===== config.mk =====
export PLATFORM = sky130hd
export DESIGN_NAME = servo_input_conditioner
export DESIGN_NICKNAME = d
export VERILOG_FILES = /design/src/servo_input_conditioner_pkg.sv /design/src/servo_input_conditioner.sv
export VERILOG_INCLUDE_DIRS = /design/src /design/src/src
export SDC_FILE = /design/constraint.sdc
export NUM_CORES = 1
export LEC_CHECK = 0
export BUFFER_PORTS_ARGS = -buffer_cell sky130_fd_sc_hd__buf_4
export CELL_PAD_IN_SITES_DETAIL_PLACEMENT = 0
export CELL_PAD_IN_SITES_GLOBAL_PLACEMENT = 2
export CORE_MARGIN = 3
export CORE_UTILIZATION = 29
export CTS_CLUSTER_DIAMETER = 200
export DETAILED_ROUTE_END_ITERATION = 8
export PLACE_DENSITY_LB_ADDON = 0.1
export SLEW_MARGIN = 10
export SYNTH_ARGS = -nofsm -noshare
export SYNTH_HDL_FRONTEND = slang
export SYNTH_SLANG_ARGS = --single-unit
export TNS_END_PERCENT = 5

===== constraint.sdc =====
create_clock -name clk_in -period 1.8 [get_ports clk_in]
set_input_delay 0.36 -clock clk_in [delete_from_list [all_inputs] [get_ports clk_in]]
set_output_delay 0.36 -clock clk_in [all_outputs]
set_load 0.05 [all_outputs]

===== src/servo_input_conditioner_regs.svh =====
/*
  servo_input_conditioner_regs.svh
  Holds register indices, field positions, reset values and timing counts
  for the servo input conditioner.
  Assumes word-wide Wishbone access; byte address = index * 4.
*/
`ifndef SERVO_INPUT_CONDITIONER_REGS_SVH
`define SERVO_INPUT_CONDITIONER_REGS_SVH

// -----------------------------------------------------------------------------
// register indices (byte address is four times the index)
// -----------------------------------------------------------------------------
`define IDX_SERVO_INPUT_ENABLE   16'hffce
`define IDX_SERVO_INPUT_CTRL1    16'hffee
`define IDX_SYNC_CONTROL         16'hffef
`define IDX_CAPSTAN_MASK         16'hfff0
`define IDX_TRACK_DRUM_DIVIDER   16'hfff1
`define IDX_CAPSTAN_DIVIDER      16'hfff2
`define IDX_PIN_LEVEL            16'hfff7
`define IDX_INT_STATUS           16'hfff8
`define IDX_INT_MASK             16'hfff9
`define IDX_SERVO_FLAG_RESET     16'hfffe
`define IDX_SERVO_STATUS2        16'hffff

// -----------------------------------------------------------------------------
// field positions
// -----------------------------------------------------------------------------
`define EN_DRUM_SPEED_BIT        0
`define EN_DRUM_PHASE_BIT        1
`define EN_CAPSTAN_BIT           2
`define EN_TRACK_BIT             3
`define EN_EXT_BIT               4
`define EN_CSYNC_BIT             5
`define EXT_EDGE_SELECT_BIT      2
`define TRACK_POLARITY_BIT       5
`define MASK_COUNT_LSB           4
`define MALFUNCTION_BIT          0
`define FLAG_RESET_CAPSTAN_BIT   0
`define SOFT_CAPTURE_BIT         1
`define INT_CAPSTAN_BIT          0
`define INT_TRACK_BIT            1
`define INT_CAPTURE_BIT          2
`define INT_MALFUNCTION_BIT      3

// -----------------------------------------------------------------------------
// reset values
// -----------------------------------------------------------------------------
`define RST_SERVO_INPUT_ENABLE   6'h00
`define RST_BYTE                 8'h00
`define RST_INT                  4'h0

// -----------------------------------------------------------------------------
// timing: time-base tap period is 2^9 system clocks
// -----------------------------------------------------------------------------
`define TB_TAP_BITS              9

`endif


===== src/servo_input_conditioner_pkg.sv =====
/*
  servo_input_conditioner_pkg.sv
  Holds the types shared by the servo input conditioner and its bench.
  Assumes nothing beyond a SystemVerilog tool.
*/
package servo_input_conditioner_pkg;

  // shaped servo pins, all synchronous to the system clock
  typedef struct packed {
    logic csync;
    logic external_trigger;
    logic tape_control_track;
    logic capstan_tach;
    logic drum_phase_pulse;
    logic drum_speed_pulse;
  } servo_pins_s;

  // conditioned signals toward timers, capture and sync logic
  typedef struct packed {
    logic csync_level;          // to sync processing
    logic track_level;          // timer 3 clock and cue detector
    logic capstan_level;        // gated capstan tach level
    logic drum_phase_level;
    logic drum_speed_level;
    logic capstan_divided;      // one pulse per n+1 accepted tach pulses
    logic track_divided;        // one pulse per n+1 track edges
    logic capture_event;        // external trigger or software capture
  } servo_out_s;

  typedef logic [4:0] ratio_t;

endpackage


===== src/servo_input_conditioner.sv =====
/*
  servo_input_conditioner.sv
  Servo input conditioner: capstan tach divider with mask window and
  malfunction flag, tape control-track polarity and divider, composite-sync
  gate, external trigger edge select with software capture, interrupt
  status/mask, classic Wishbone register slave.
  Assumes pins already shaped to logic levels and synchronous to clk_in.
*/
`timescale 1ns/100ps
`include "servo_input_conditioner_regs.svh"

module servo_input_conditioner
  import servo_input_conditioner_pkg::*;
(
  input  wire logic        clk_in,
  input  wire logic        sys_rst_in,
  input  wire logic        wb_cyc_in,
  input  wire logic        wb_stb_in,
  input  wire logic        wb_we_in,
  input  wire logic [17:0] wb_adr_in,
  input  wire logic [3:0]  wb_sel_in,
  input  wire logic [31:0] wb_dat_in,
  output logic [31:0]      wb_dat_out,
  output logic             wb_ack_out,
  input  wire servo_pins_s pins_in,
  output servo_out_s       servo_out,
  output logic             irq_out
);

  // ---------------------------------------------------------------------------
  // declarations
  // ---------------------------------------------------------------------------
  logic [5:0]                  input_enable_reg;
  logic [7:0]                  input_ctrl1_reg;
  logic [7:0]                  sync_control_reg;
  logic [7:0]                  capstan_mask_reg;
  logic [7:0]                  track_drum_divider_reg;
  logic [7:0]                  capstan_divider_reg;
  logic                        malfunction_reg;
  logic [3:0]                  int_status_reg;
  logic [3:0]                  int_mask_reg;
  logic                        ack_reg;
  logic [31:0]                 rd_data_reg;
  logic [`TB_TAP_BITS-1:0]     tb_cnt_reg;
  logic [3:0]                  mask_cnt_reg;
  servo_pins_s                 pins_prev_reg;
  logic                        track_prev_reg;
  servo_out_s                  out_reg;
  servo_out_s                  out_next;

  logic                        bus_req;
  logic                        bus_write;
  logic [15:0]                 reg_idx;
  logic                        time_base_tap;
  logic                        capstan_gated;
  logic                        capstan_edge;
  logic                        mask_active;
  logic                        capstan_accept;
  logic                        capstan_malfunction;
  logic                        track_gated;
  logic                        track_level;
  logic                        track_edge;
  logic                        ext_gated;
  logic                        ext_prev_gated;
  logic                        ext_edge;
  logic                        soft_capture;
  logic                        capstan_flag_reset;
  logic                        capture_event;
  logic [1:0]                  div_in;
  logic [1:0]                  div_out;
  ratio_t                      div_ratio [2];
  logic [3:0]                  int_events;
  logic [3:0]                  int_clear;

  // ---------------------------------------------------------------------------
  // wishbone decode
  // ---------------------------------------------------------------------------
  // request accepted while ack is low; write lands on the acknowledge edge
  assign bus_req   = wb_cyc_in & wb_stb_in & ~ack_reg;
  assign bus_write = wb_cyc_in & wb_stb_in & ack_reg & wb_we_in & wb_sel_in[0];
  assign reg_idx   = wb_adr_in[17:2];

  // single-cycle acknowledge, dropped the cycle after
  always_ff @(posedge clk_in) begin
    if (sys_rst_in) begin
      ack_reg <= 1'b0;
    end else begin
      ack_reg <= bus_req;
    end
  end

  // read data captured with the request, unmapped indices read zero
  always_ff @(posedge clk_in) begin
    if (sys_rst_in) begin
      rd_data_reg <= 32'h0000_0000;
    end else if (bus_req) begin
      case (reg_idx)
        `IDX_SERVO_INPUT_ENABLE: rd_data_reg <= {26'h000_0000, input_enable_reg};
        `IDX_SERVO_INPUT_CTRL1:  rd_data_reg <= {24'h00_0000, input_ctrl1_reg};
        `IDX_SYNC_CONTROL:       rd_data_reg <= {24'h00_0000, sync_control_reg};
        `IDX_CAPSTAN_MASK:       rd_data_reg <= {24'h00_0000, capstan_mask_reg};
        `IDX_TRACK_DRUM_DIVIDER: rd_data_reg <= {24'h00_0000, track_drum_divider_reg};
        `IDX_CAPSTAN_DIVIDER:    rd_data_reg <= {24'h00_0000, capstan_divider_reg};
        `IDX_PIN_LEVEL:          rd_data_reg <= {26'h000_0000, pins_in};
        `IDX_INT_STATUS:         rd_data_reg <= {28'h000_0000, int_status_reg};
        `IDX_INT_MASK:           rd_data_reg <= {28'h000_0000, int_mask_reg};
        `IDX_SERVO_STATUS2:      rd_data_reg <= {31'h0000_0000, malfunction_reg};
        default:                 rd_data_reg <= 32'h0000_0000;
      endcase
    end
  end

  assign wb_ack_out = ack_reg;
  assign wb_dat_out = rd_data_reg;

  // ---------------------------------------------------------------------------
  // control registers
  // ---------------------------------------------------------------------------
  // software-written configuration, all zero after reset
  always_ff @(posedge clk_in) begin
    if (sys_rst_in) begin
      input_enable_reg       <= `RST_SERVO_INPUT_ENABLE;
      input_ctrl1_reg        <= `RST_BYTE;
      sync_control_reg       <= `RST_BYTE;
      capstan_mask_reg       <= `RST_BYTE;
      track_drum_divider_reg <= `RST_BYTE;
      capstan_divider_reg    <= `RST_BYTE;
      int_mask_reg           <= `RST_INT;
    end else if (bus_write) begin
      case (reg_idx)
        `IDX_SERVO_INPUT_ENABLE: input_enable_reg       <= wb_dat_in[5:0];
        `IDX_SERVO_INPUT_CTRL1:  input_ctrl1_reg        <= wb_dat_in[7:0];
        `IDX_SYNC_CONTROL:       sync_control_reg       <= wb_dat_in[7:0];
        `IDX_CAPSTAN_MASK:       capstan_mask_reg       <= wb_dat_in[7:0];
        `IDX_TRACK_DRUM_DIVIDER: track_drum_divider_reg <= wb_dat_in[7:0];
        `IDX_CAPSTAN_DIVIDER:    capstan_divider_reg    <= wb_dat_in[7:0];
        `IDX_INT_MASK:           int_mask_reg           <= wb_dat_in[3:0];
        default:                 int_mask_reg           <= int_mask_reg;
      endcase
    end
  end

  // write-one pulses from the flag-reset register
  assign capstan_flag_reset = bus_write && reg_idx == `IDX_SERVO_FLAG_RESET
                              && wb_dat_in[`FLAG_RESET_CAPSTAN_BIT];
  assign soft_capture       = bus_write && reg_idx == `IDX_SERVO_FLAG_RESET
                              && wb_dat_in[`SOFT_CAPTURE_BIT];

  // ---------------------------------------------------------------------------
  // input gating and edge detection
  // ---------------------------------------------------------------------------
  // previous pin levels for edge detection
  always_ff @(posedge clk_in) begin
    if (sys_rst_in) begin
      pins_prev_reg  <= '0;
      track_prev_reg <= 1'b0;
    end else begin
      pins_prev_reg  <= pins_in;
      track_prev_reg <= track_level;
    end
  end

  // enable bit low passes the pin, high forces it inactive
  assign capstan_gated  = pins_in.capstan_tach & ~input_enable_reg[`EN_CAPSTAN_BIT];
  assign capstan_edge   = capstan_gated & ~pins_prev_reg.capstan_tach;
  assign track_gated    = pins_in.tape_control_track & ~input_enable_reg[`EN_TRACK_BIT];
  assign track_level    = track_gated ^ sync_control_reg[`TRACK_POLARITY_BIT];
  assign track_edge     = track_level & ~track_prev_reg;
  assign ext_gated      = pins_in.external_trigger & ~input_enable_reg[`EN_EXT_BIT];
  assign ext_prev_gated = pins_prev_reg.external_trigger & ~input_enable_reg[`EN_EXT_BIT];
  // edge select: 0 rising, 1 falling
  assign ext_edge       = input_ctrl1_reg[`EXT_EDGE_SELECT_BIT] ? (~ext_gated & ext_prev_gated)
                                                                : (ext_gated & ~ext_prev_gated);
  assign capture_event  = ext_edge | soft_capture;

  // ---------------------------------------------------------------------------
  // time base and capstan mask window
  // ---------------------------------------------------------------------------
  // free-running tap, one tick every 2^9 clocks
  always_ff @(posedge clk_in) begin
    if (sys_rst_in) begin
      tb_cnt_reg <= '0;
    end else begin
      tb_cnt_reg <= tb_cnt_reg + 1'b1;
    end
  end

  assign time_base_tap       = &tb_cnt_reg;
  assign mask_active         = |mask_cnt_reg;
  assign capstan_accept      = capstan_edge & ~mask_active;
  assign capstan_malfunction = capstan_edge & mask_active;

  // mask counter reloads on each accepted pulse, counts down on the tap
  always_ff @(posedge clk_in) begin
    if (sys_rst_in) begin
      mask_cnt_reg <= 4'h0;
    end else if (capstan_accept) begin
      mask_cnt_reg <= capstan_mask_reg[`MASK_COUNT_LSB +: 4]; // zero leaves masking off
    end else if (time_base_tap && mask_active) begin
      mask_cnt_reg <= mask_cnt_reg - 4'h1;
    end
  end

  // malfunction flag, a new event wins over a clear in the same cycle
  always_ff @(posedge clk_in) begin
    if (sys_rst_in) begin
      malfunction_reg <= 1'b0;
    end else if (capstan_malfunction) begin
      malfunction_reg <= 1'b1;
    end else if (capstan_flag_reset) begin
      malfunction_reg <= 1'b0;
    end
  end

  // ---------------------------------------------------------------------------
  // programmable dividers: 0 capstan, 1 control track
  // ---------------------------------------------------------------------------
  assign div_in[0]    = capstan_accept;
  assign div_in[1]    = track_edge;
  assign div_ratio[0] = capstan_divider_reg[4:0];
  assign div_ratio[1] = track_drum_divider_reg[4:0];

  generate
    for (genvar i = 0; i < 2; i++) begin : g_div
      logic [4:0] cnt_reg;
      // one output per n+1 input pulses; ratio 0 passes every pulse
      always_ff @(posedge clk_in) begin
        if (sys_rst_in) begin
          cnt_reg <= 5'h00;
        end else if (div_in[i]) begin
          cnt_reg <= (cnt_reg >= div_ratio[i]) ? 5'h00 : cnt_reg + 5'h01;
        end
      end
      assign div_out[i] = div_in[i] & (cnt_reg >= div_ratio[i]);
    end
  endgenerate

  // ---------------------------------------------------------------------------
  // conditioned outputs
  // ---------------------------------------------------------------------------
  always_comb begin
    out_next                  = '0;
    out_next.csync_level      = pins_in.csync & ~input_enable_reg[`EN_CSYNC_BIT];
    out_next.track_level      = track_level;
    out_next.capstan_level    = capstan_gated;
    out_next.drum_phase_level = pins_in.drum_phase_pulse & ~input_enable_reg[`EN_DRUM_PHASE_BIT];
    out_next.drum_speed_level = pins_in.drum_speed_pulse & ~input_enable_reg[`EN_DRUM_SPEED_BIT];
    out_next.capstan_divided  = div_out[0];
    out_next.track_divided    = div_out[1];
    out_next.capture_event    = capture_event;
  end

  // outputs registered one clock behind the pins
  always_ff @(posedge clk_in) begin
    if (sys_rst_in) begin
      out_reg <= '0;
    end else begin
      out_reg <= out_next;
    end
  end

  assign servo_out = out_reg;

  // ---------------------------------------------------------------------------
  // interrupts
  // ---------------------------------------------------------------------------
  assign int_events = {capstan_malfunction, capture_event, div_out[1], div_out[0]};
  assign int_clear  = (bus_write && reg_idx == `IDX_INT_STATUS) ? wb_dat_in[3:0] : 4'h0;

  // sticky status, write one to clear, set wins
  always_ff @(posedge clk_in) begin
    if (sys_rst_in) begin
      int_status_reg <= `RST_INT;
    end else begin
      int_status_reg <= (int_status_reg & ~int_clear) | int_events;
    end
  end

  assign irq_out = |(int_status_reg & int_mask_reg);

endmodule // servo_input_conditioner


==> impl_metrics.ini, run 1 <==
[setup_path]
start_kind = flip-flop
worstPathArrival_ns = 1.95
critical_path_required_ns = 2.06
worstPathMaxFanout = 5
critical_path_class = flip-flop to flip-flop
crit_path_end_kind = flip-flop

[timing]
finalCriticalPeriod_ns = 1.68
setup_viol = 0
skew_ns = 0.00740
hold_viol_final = 0
drv_slew = 0
relSlewSlack = 0.634
fmax_mhz = 594
rsz0062_at_grt = true
max_slew.worst_pin.slew_ns = 0.544
fin_crit_sh = 0.935
finalSetupTns_ns = 0

[clock_tree]
numCtsBuffers = 9
cts.reportedPaths.clkPinSlew_ns = 0.06
clockBufferDepth = 2
cts.htree.levels = 3
cts_root_buf = clkbuf_16
postCtsSetupBuffers = 0
numClockSinks = 97
tritoncts = built
clkLatencyLatePin_ns = 0.35

[synth]
yosysTopAreaCell = dfxtp_1
synth-compound-area-share = 0.141
synthArstFlopShare = 0
ys_dominant_reg_cell = dfxtp_1
synth_area_leaders = dfxtp_1, mux2i_1, nor2_1
synth_top_family_by_area = simple AND/OR/NAND/NOR gates
syn_inst = 539
synth_seq_cells = 97
seq_area_frac_synth = 0.397
synth-adder-area-share = 0.0384
synth-warning-count = 0
synthMuxAreaShare = 0.0853
synth_simple_gate_area_frac = 0.234
synth.top_cell.area_share = 0.397
synth_xor_area_frac = 0.0269
synth-edff-count = 0
syn_area_per_cell_um2 = 9.06
syn_area_um2 = 4890
yosysUniqueCellTypes = 56

[placement]
dp_hpwl_um = 10900
place.gp.congestion = 0.771
place_inst = 844
numPortBuffers = 53

[die]
fp-row-count = 46
io_pins = 107
dieArea_um2 = 18400
fp.dieW_um = 136
initial_core_util = 0.302
dieHeight_um = 136
coreArea_um2 = 16200

[detailed_routing]
wl_per_cell_um = 16.8
vias = 4156
drt_iter0_markers = 161
drc = 0
via_per_inst = 4.83
firstDrtPassIters = 4
antenna_left = 0
drt-total-wl_um = 14400

[cells_and_area]
fillers = 1682
area.growth.synth_to_final_pct = 27.9
drive_above_1_share = 0.255
diodes = 0
largest_reg_flops = 10
fin_nets = 719
final_cells = 860

[hold_path]
hp-class = input port to flip-flop

[power]
power_w = 0.00476
p_leak_nw = 2.66
peakVddDrop_mv = 0.443
power_density_nw_per_um2 = 762

[global_routing]
grt_pass1_wl_um = 22800
grt_max_degree = 49
overflow = 0
grt_pass1_vias = 4082
track_usage = 0.160
antenna_found_initial = 0

[status]
status = finished clean

[run]
max_cap_viol_count = 0
[cells in the final DEF (no fill, tap or decap), drive strengths merged, types with 4 or more instances in the layout]
master  count
buf       118
dfxtp      97
nor2       58
nand2      54
mux2i      36
conb       24
a21oi      23
inv        18
ha         15
nand3      14
nand4      13
a22oi      12
a22o       12
a211oi     12
clkbuf     12
nor4       10
xnor2       9
a32oi       8
nor4b       8
a21o        7
nor3b       7
nor3        7
nor2b       6
and2        6
xor2        6
mux2        5
and3        4
a221oi      4
o21ai       4
[layer usage]
metal,wire length [µm],global-route usage
met1,7280,0.225
met2,6420,0.252
met3,503,0.0234
met4,206,0.0549
met5,0,0
[timing repair]
action,in CTS,in global routing
setup endpoints to repair,0,9
hold buffers,0,0
gates resized for setup,0,9
[through the flow]
step / hold slack [ns] / setup WS [ns] / area, µm² / utilization
after floorplan: 0.418 / -0.0214 / 4990 / -
after global placement: 0.430 / -0.220 / 5920 / 0.366
after detailed placement: 0.438 / -0.227 / 5920 / 0.366
after CTS: 0.202 / 0.0331 / 6220 / 0.385
after global routing: 0.217 / -0.00430 / 6250 / 0.386
final: 0.213 / 0.116 / 6250 / 0.386
[synth_stat cells (5+ instances only)]
| cell | count |
|---|---|
| nor3_1 | 6 |
| nor2b_1 | 6 |
| dfxtp_1 | 97 |
| buf_2 | 12 |
| clkbuf_1 | 10 |
| a22oi_1 | 12 |
| nor4b_1 | 5 |
| xnor2_1 | 9 |
| a21o_1 | 7 |
| mux2i_1 | 36 |
| nor3b_1 | 7 |
| mux2_2 | 5 |
| ha_1 | 15 |
| nand4_1 | 11 |
| nand3_1 | 11 |
| buf_4 | 26 |
| a211oi_1 | 12 |
| nor4_1 | 6 |
| and2_1 | 6 |
| a22o_1 | 12 |
| xor2_1 | 6 |
| a32oi_1 | 8 |
| nor2_1 | 58 |
| a21oi_1 | 23 |
| nand2_1 | 54 |
| inv_1 | 18 |
[worst max-delay path: stages, from the launching register on]
cell and delay (ns):
dfxtp_1 0.33, inv_1 0.04, ha_1 0.25, nand2b_1 0.14, a21o_1 0.17, a21o_1 0.19, a21o_1 0.25, a211oi_1 0.22
[final timing paths]
path | startpoint | end | slack [ns] | depth (start not counted)
min reg2reg | tb_cnt_reg[0] | tb_cnt_reg[0] | 0.45 | 1
max | g_div[1].cnt_reg[0] | g_div[1].cnt_reg[1] | 0.12 | 7
max reg2reg | g_div[1].cnt_reg[0] | g_div[1].cnt_reg[1] | 0.12 | 7
min | sys_rst_in | wb_ack_out | 0.21 | 2
[power breakdown]
| group | internal [W] | switching [W] | total [W] |
|---|---|---|---|
| combinational | 0.000192 | 0.000361 | 0.000553 |
| clock | 0.00115 | 0.000853 | 0.00201 |
| sequential | 0.00218 | 0.0000227 | 0.00220 |
[cell families (layout without fill, tap and decap cells)]
| kind of cell | Yosys count | in the layout |
|---|---|---|
| compound gates | 95 | 95 |
| xor+xnor | 15 | 15 |
| fa+ha+maj | 15 | 15 |
| buf+inv | 70 | 152 |
| flops | 97 | 97 |
| mux | 41 | 41 |
| other cells | 1 | 24 |
| simple gates | 205 | 205 |
[area by class of cell]
type / instances / area, µm² / share of cell area
clock buffers: 12 / 256 / 0.0410
inverters: 18 / 67.6 / 0.0108
multi-input cells: 395 / 2690 / 0.430
flip-flops and latches: 97 / 1950 / 0.311
clock inverters: 4 / 51.3 / 0.00821
well taps: 216 / 270 / 0.0432
repair buffers: 118 / 973 / 0.156
No activity file was read; power rests on OpenSTA's default activity.
==> inputs of run 2 (changes only) <==
--- a/config.mk
+++ b/config.mk
@@ -7,13 +7,10 @@
 export NUM_CORES = 1
 export LEC_CHECK = 0
 export BUFFER_PORTS_ARGS = -buffer_cell sky130_fd_sc_hd__buf_4
-export CELL_PAD_IN_SITES_DETAIL_PLACEMENT = 0
-export CELL_PAD_IN_SITES_GLOBAL_PLACEMENT = 2
 export CORE_MARGIN = 3
-export CORE_UTILIZATION = 29
+export CORE_UTILIZATION = 30
 export CTS_CLUSTER_DIAMETER = 200
 export DETAILED_ROUTE_END_ITERATION = 8
-export PLACE_DENSITY_LB_ADDON = 0.1
 export SLEW_MARGIN = 10
 export SYNTH_ARGS = -nofsm -noshare
 export SYNTH_HDL_FRONTEND = slang
==> run 2 against run 1 <==
Effect of this change:
- setup slack got worse by 0.023 ns
- critical path depth did not move
- clock power is 24% higher
- non-clock buffer count decreased by 5
- clock-buffer cell count down 3
- first-iteration DRC count grew 80%
- sequential cell count did not move
- sequential power barely moved
- cell area grew 0.12%
- clock skew down 0.0024 ns
- wire length shrank 8.7%
- final cell count down 0.58%
- critical endpoint is now mask_cnt_reg[0]
- largest power group is now clock
==> impl_metrics.ini, run 2 (same netlist as run 1, synthesis figures left out) <==
[die]
initial_core_util = 0.308
dieArea_um2 = 17900
coreArea_um2 = 15900
dieHeight_um = 134
fp-row-count = 46
io_pins = 107
fp.dieW_um = 134

[cells_and_area]
fin_nets = 714
diodes = 0
final_cell_mix = buf_4, dfxtp_1, nor2_1
fin_util = 0.394
final_common_cell = buf_4
largest_reg_flops = 10
fillers = 1585
drive_above_1_share = 0.257
final_cells = 855
area.growth.synth_to_final_pct = 28.1

[detailed_routing]
drc = 0
antenna_left = 0
wl_per_cell_um = 15.4
vias = 4248
firstDrtPassIters = 4
drt_iter0_markers = 290
via_per_inst = 4.97
drt-total-wl_um = 13200

[clock_tree]
numClockSinks = 97
numCtsBuffers = 9
cts.htree.levels = 3
postCtsResizedCells = 0
tritoncts = built
cts.reportedPaths.clkPinSlew_ns = 0.07
hold_buffers = 0
clockBufferDepth = 2
clkLatencyLatePin_ns = 0.35
postCtsSetupBuffers = 0
cts_root_buf = clkbuf_16

[power]
peakVddDrop_mv = 0.415
p_int_w = 0.00402
power_w = 0.00525
power_density_nw_per_um2 = 839
p_comb_frac = 0.106
p_leak_nw = 2.66
p_sw_w = 0.00123
power_frac_seq = 0.420
clockPowerShare = 0.474
switching_share = 0.235

[run]
max_cap_viol_count = 0

[global_routing]
antenna_found_initial = 0
grt_pass1_wl_um = 21000
grt_pass1_vias = 4176
overflow = 0
grt_max_degree = 52
track_usage = 0.148

[hold_path]
hold_depth = 2
min_from = pins_in[4]
holdPathEnd = pins_prev_reg[4]
hp-class = input port to flip-flop

[setup_path]
path_buf_inv = 1
start_kind = flip-flop
worstPathMaxFanout = 4
crit_family = simple AND/OR/NAND/NOR gates
critical_path_required_ns = 2.04
timing.rr.end = mask_cnt_reg[0]
rr_worst_depth = 7
worstPathArrival_ns = 1.94
crit_path_end_kind = flip-flop
slowest_delay_ns = 0.49
crit_top_cell = nor2_1
path_cells = inv_1 > ha_1 > or3b_2 > nand2_2 > nor2_1 > a221oi_1 > nor2_1
critical_path_class = flip-flop to flip-flop
crit_slowest_cell = or3b_2
reg2reg_from = mask_cnt_reg[0]
rrSetupSlack_ns = 0.09

[timing]
drv_slew = 0
finalCriticalPeriod_ns = 1.71
hold_viol_final = 0
finalSetupTns_ns = 0
setup_viol = 0
setup_ws_ns = 0.0937
fmax_mhz = 586
fin_crit_sh = 0.948
rsz0062_at_grt = true
skew_ns = 0.00496

[placement]
place_inst = 839
dp_slack_ns = -0.203
dp_hpwl_um = 10100
numPortBuffers = 53
place.gp.congestion = 0.883

[status]
status = finished clean
==> run 2: how the worst max path moves through the flow <==
stage,startpoint,endpoint,cells past startpoint
CTS,mask_cnt_reg[0],mask_cnt_reg[0],7
finish,mask_cnt_reg[0],mask_cnt_reg[0],7
floorplan,wb_adr_in[17],input_enable_reg[0],7
global route,mask_cnt_reg[0],mask_cnt_reg[0],7
detailed placement,wb_adr_in[13],input_ctrl1_reg[4],7
global placement,wb_adr_in[6],input_enable_reg[2],7
==> run 2: cell type report <==
cell class / instances / area, µm² / share of cell area
clock buffers: 9 / 225 / 0.0360
multi-input cells: 395 / 2700 / 0.431
repair buffers: 113 / 886 / 0.142
inverters: 18 / 67.6 / 0.0108
flip-flops and latches: 97 / 1950 / 0.311
clock inverters: 7 / 166 / 0.0266
well taps: 216 / 270 / 0.0432
==> run 2: worst register-to-register path, stage by stage (launching register included) <==
cell and delay, ns:
dfxtp_1 0.34, inv_1 0.07, ha_1 0.19, or3b_2 0.49, nand2_2 0.13, nor2_1 0.06, a221oi_1 0.25, nor2_1 0.06
==> run 2: per-stage QoR <==
stage               hold slack, ns  instance area (µm²)
finish                       0.264                 6260
global route                 0.262                 6260
CTS                          0.251                 6220
detailed placement           0.441                 5830
global placement             0.431                 5830
floorplan                    0.418                 4990
==> run 2: routing by layer <==
layer  up-vias  part of all wire  track usage
li1       2083                 -            -
met1      2018              0.45        0.180
met2       124              0.46        0.243
met3        23             0.059       0.0385
met4         0             0.030       0.0709
met5         -                 0            0
==> run 2: power by group through the flow <==
stage,logic [W],registers [W],clock network (W)
after detailed placement,0.000549,0.00225,0
final,0.000556,0.00221,0.00249
after global placement,0.000540,0.00225,0
after global routing,0.000596,0.00221,0.00262
after CTS,0.000551,0.00220,0.00254
after floorplan,0.000347,0.00228,0
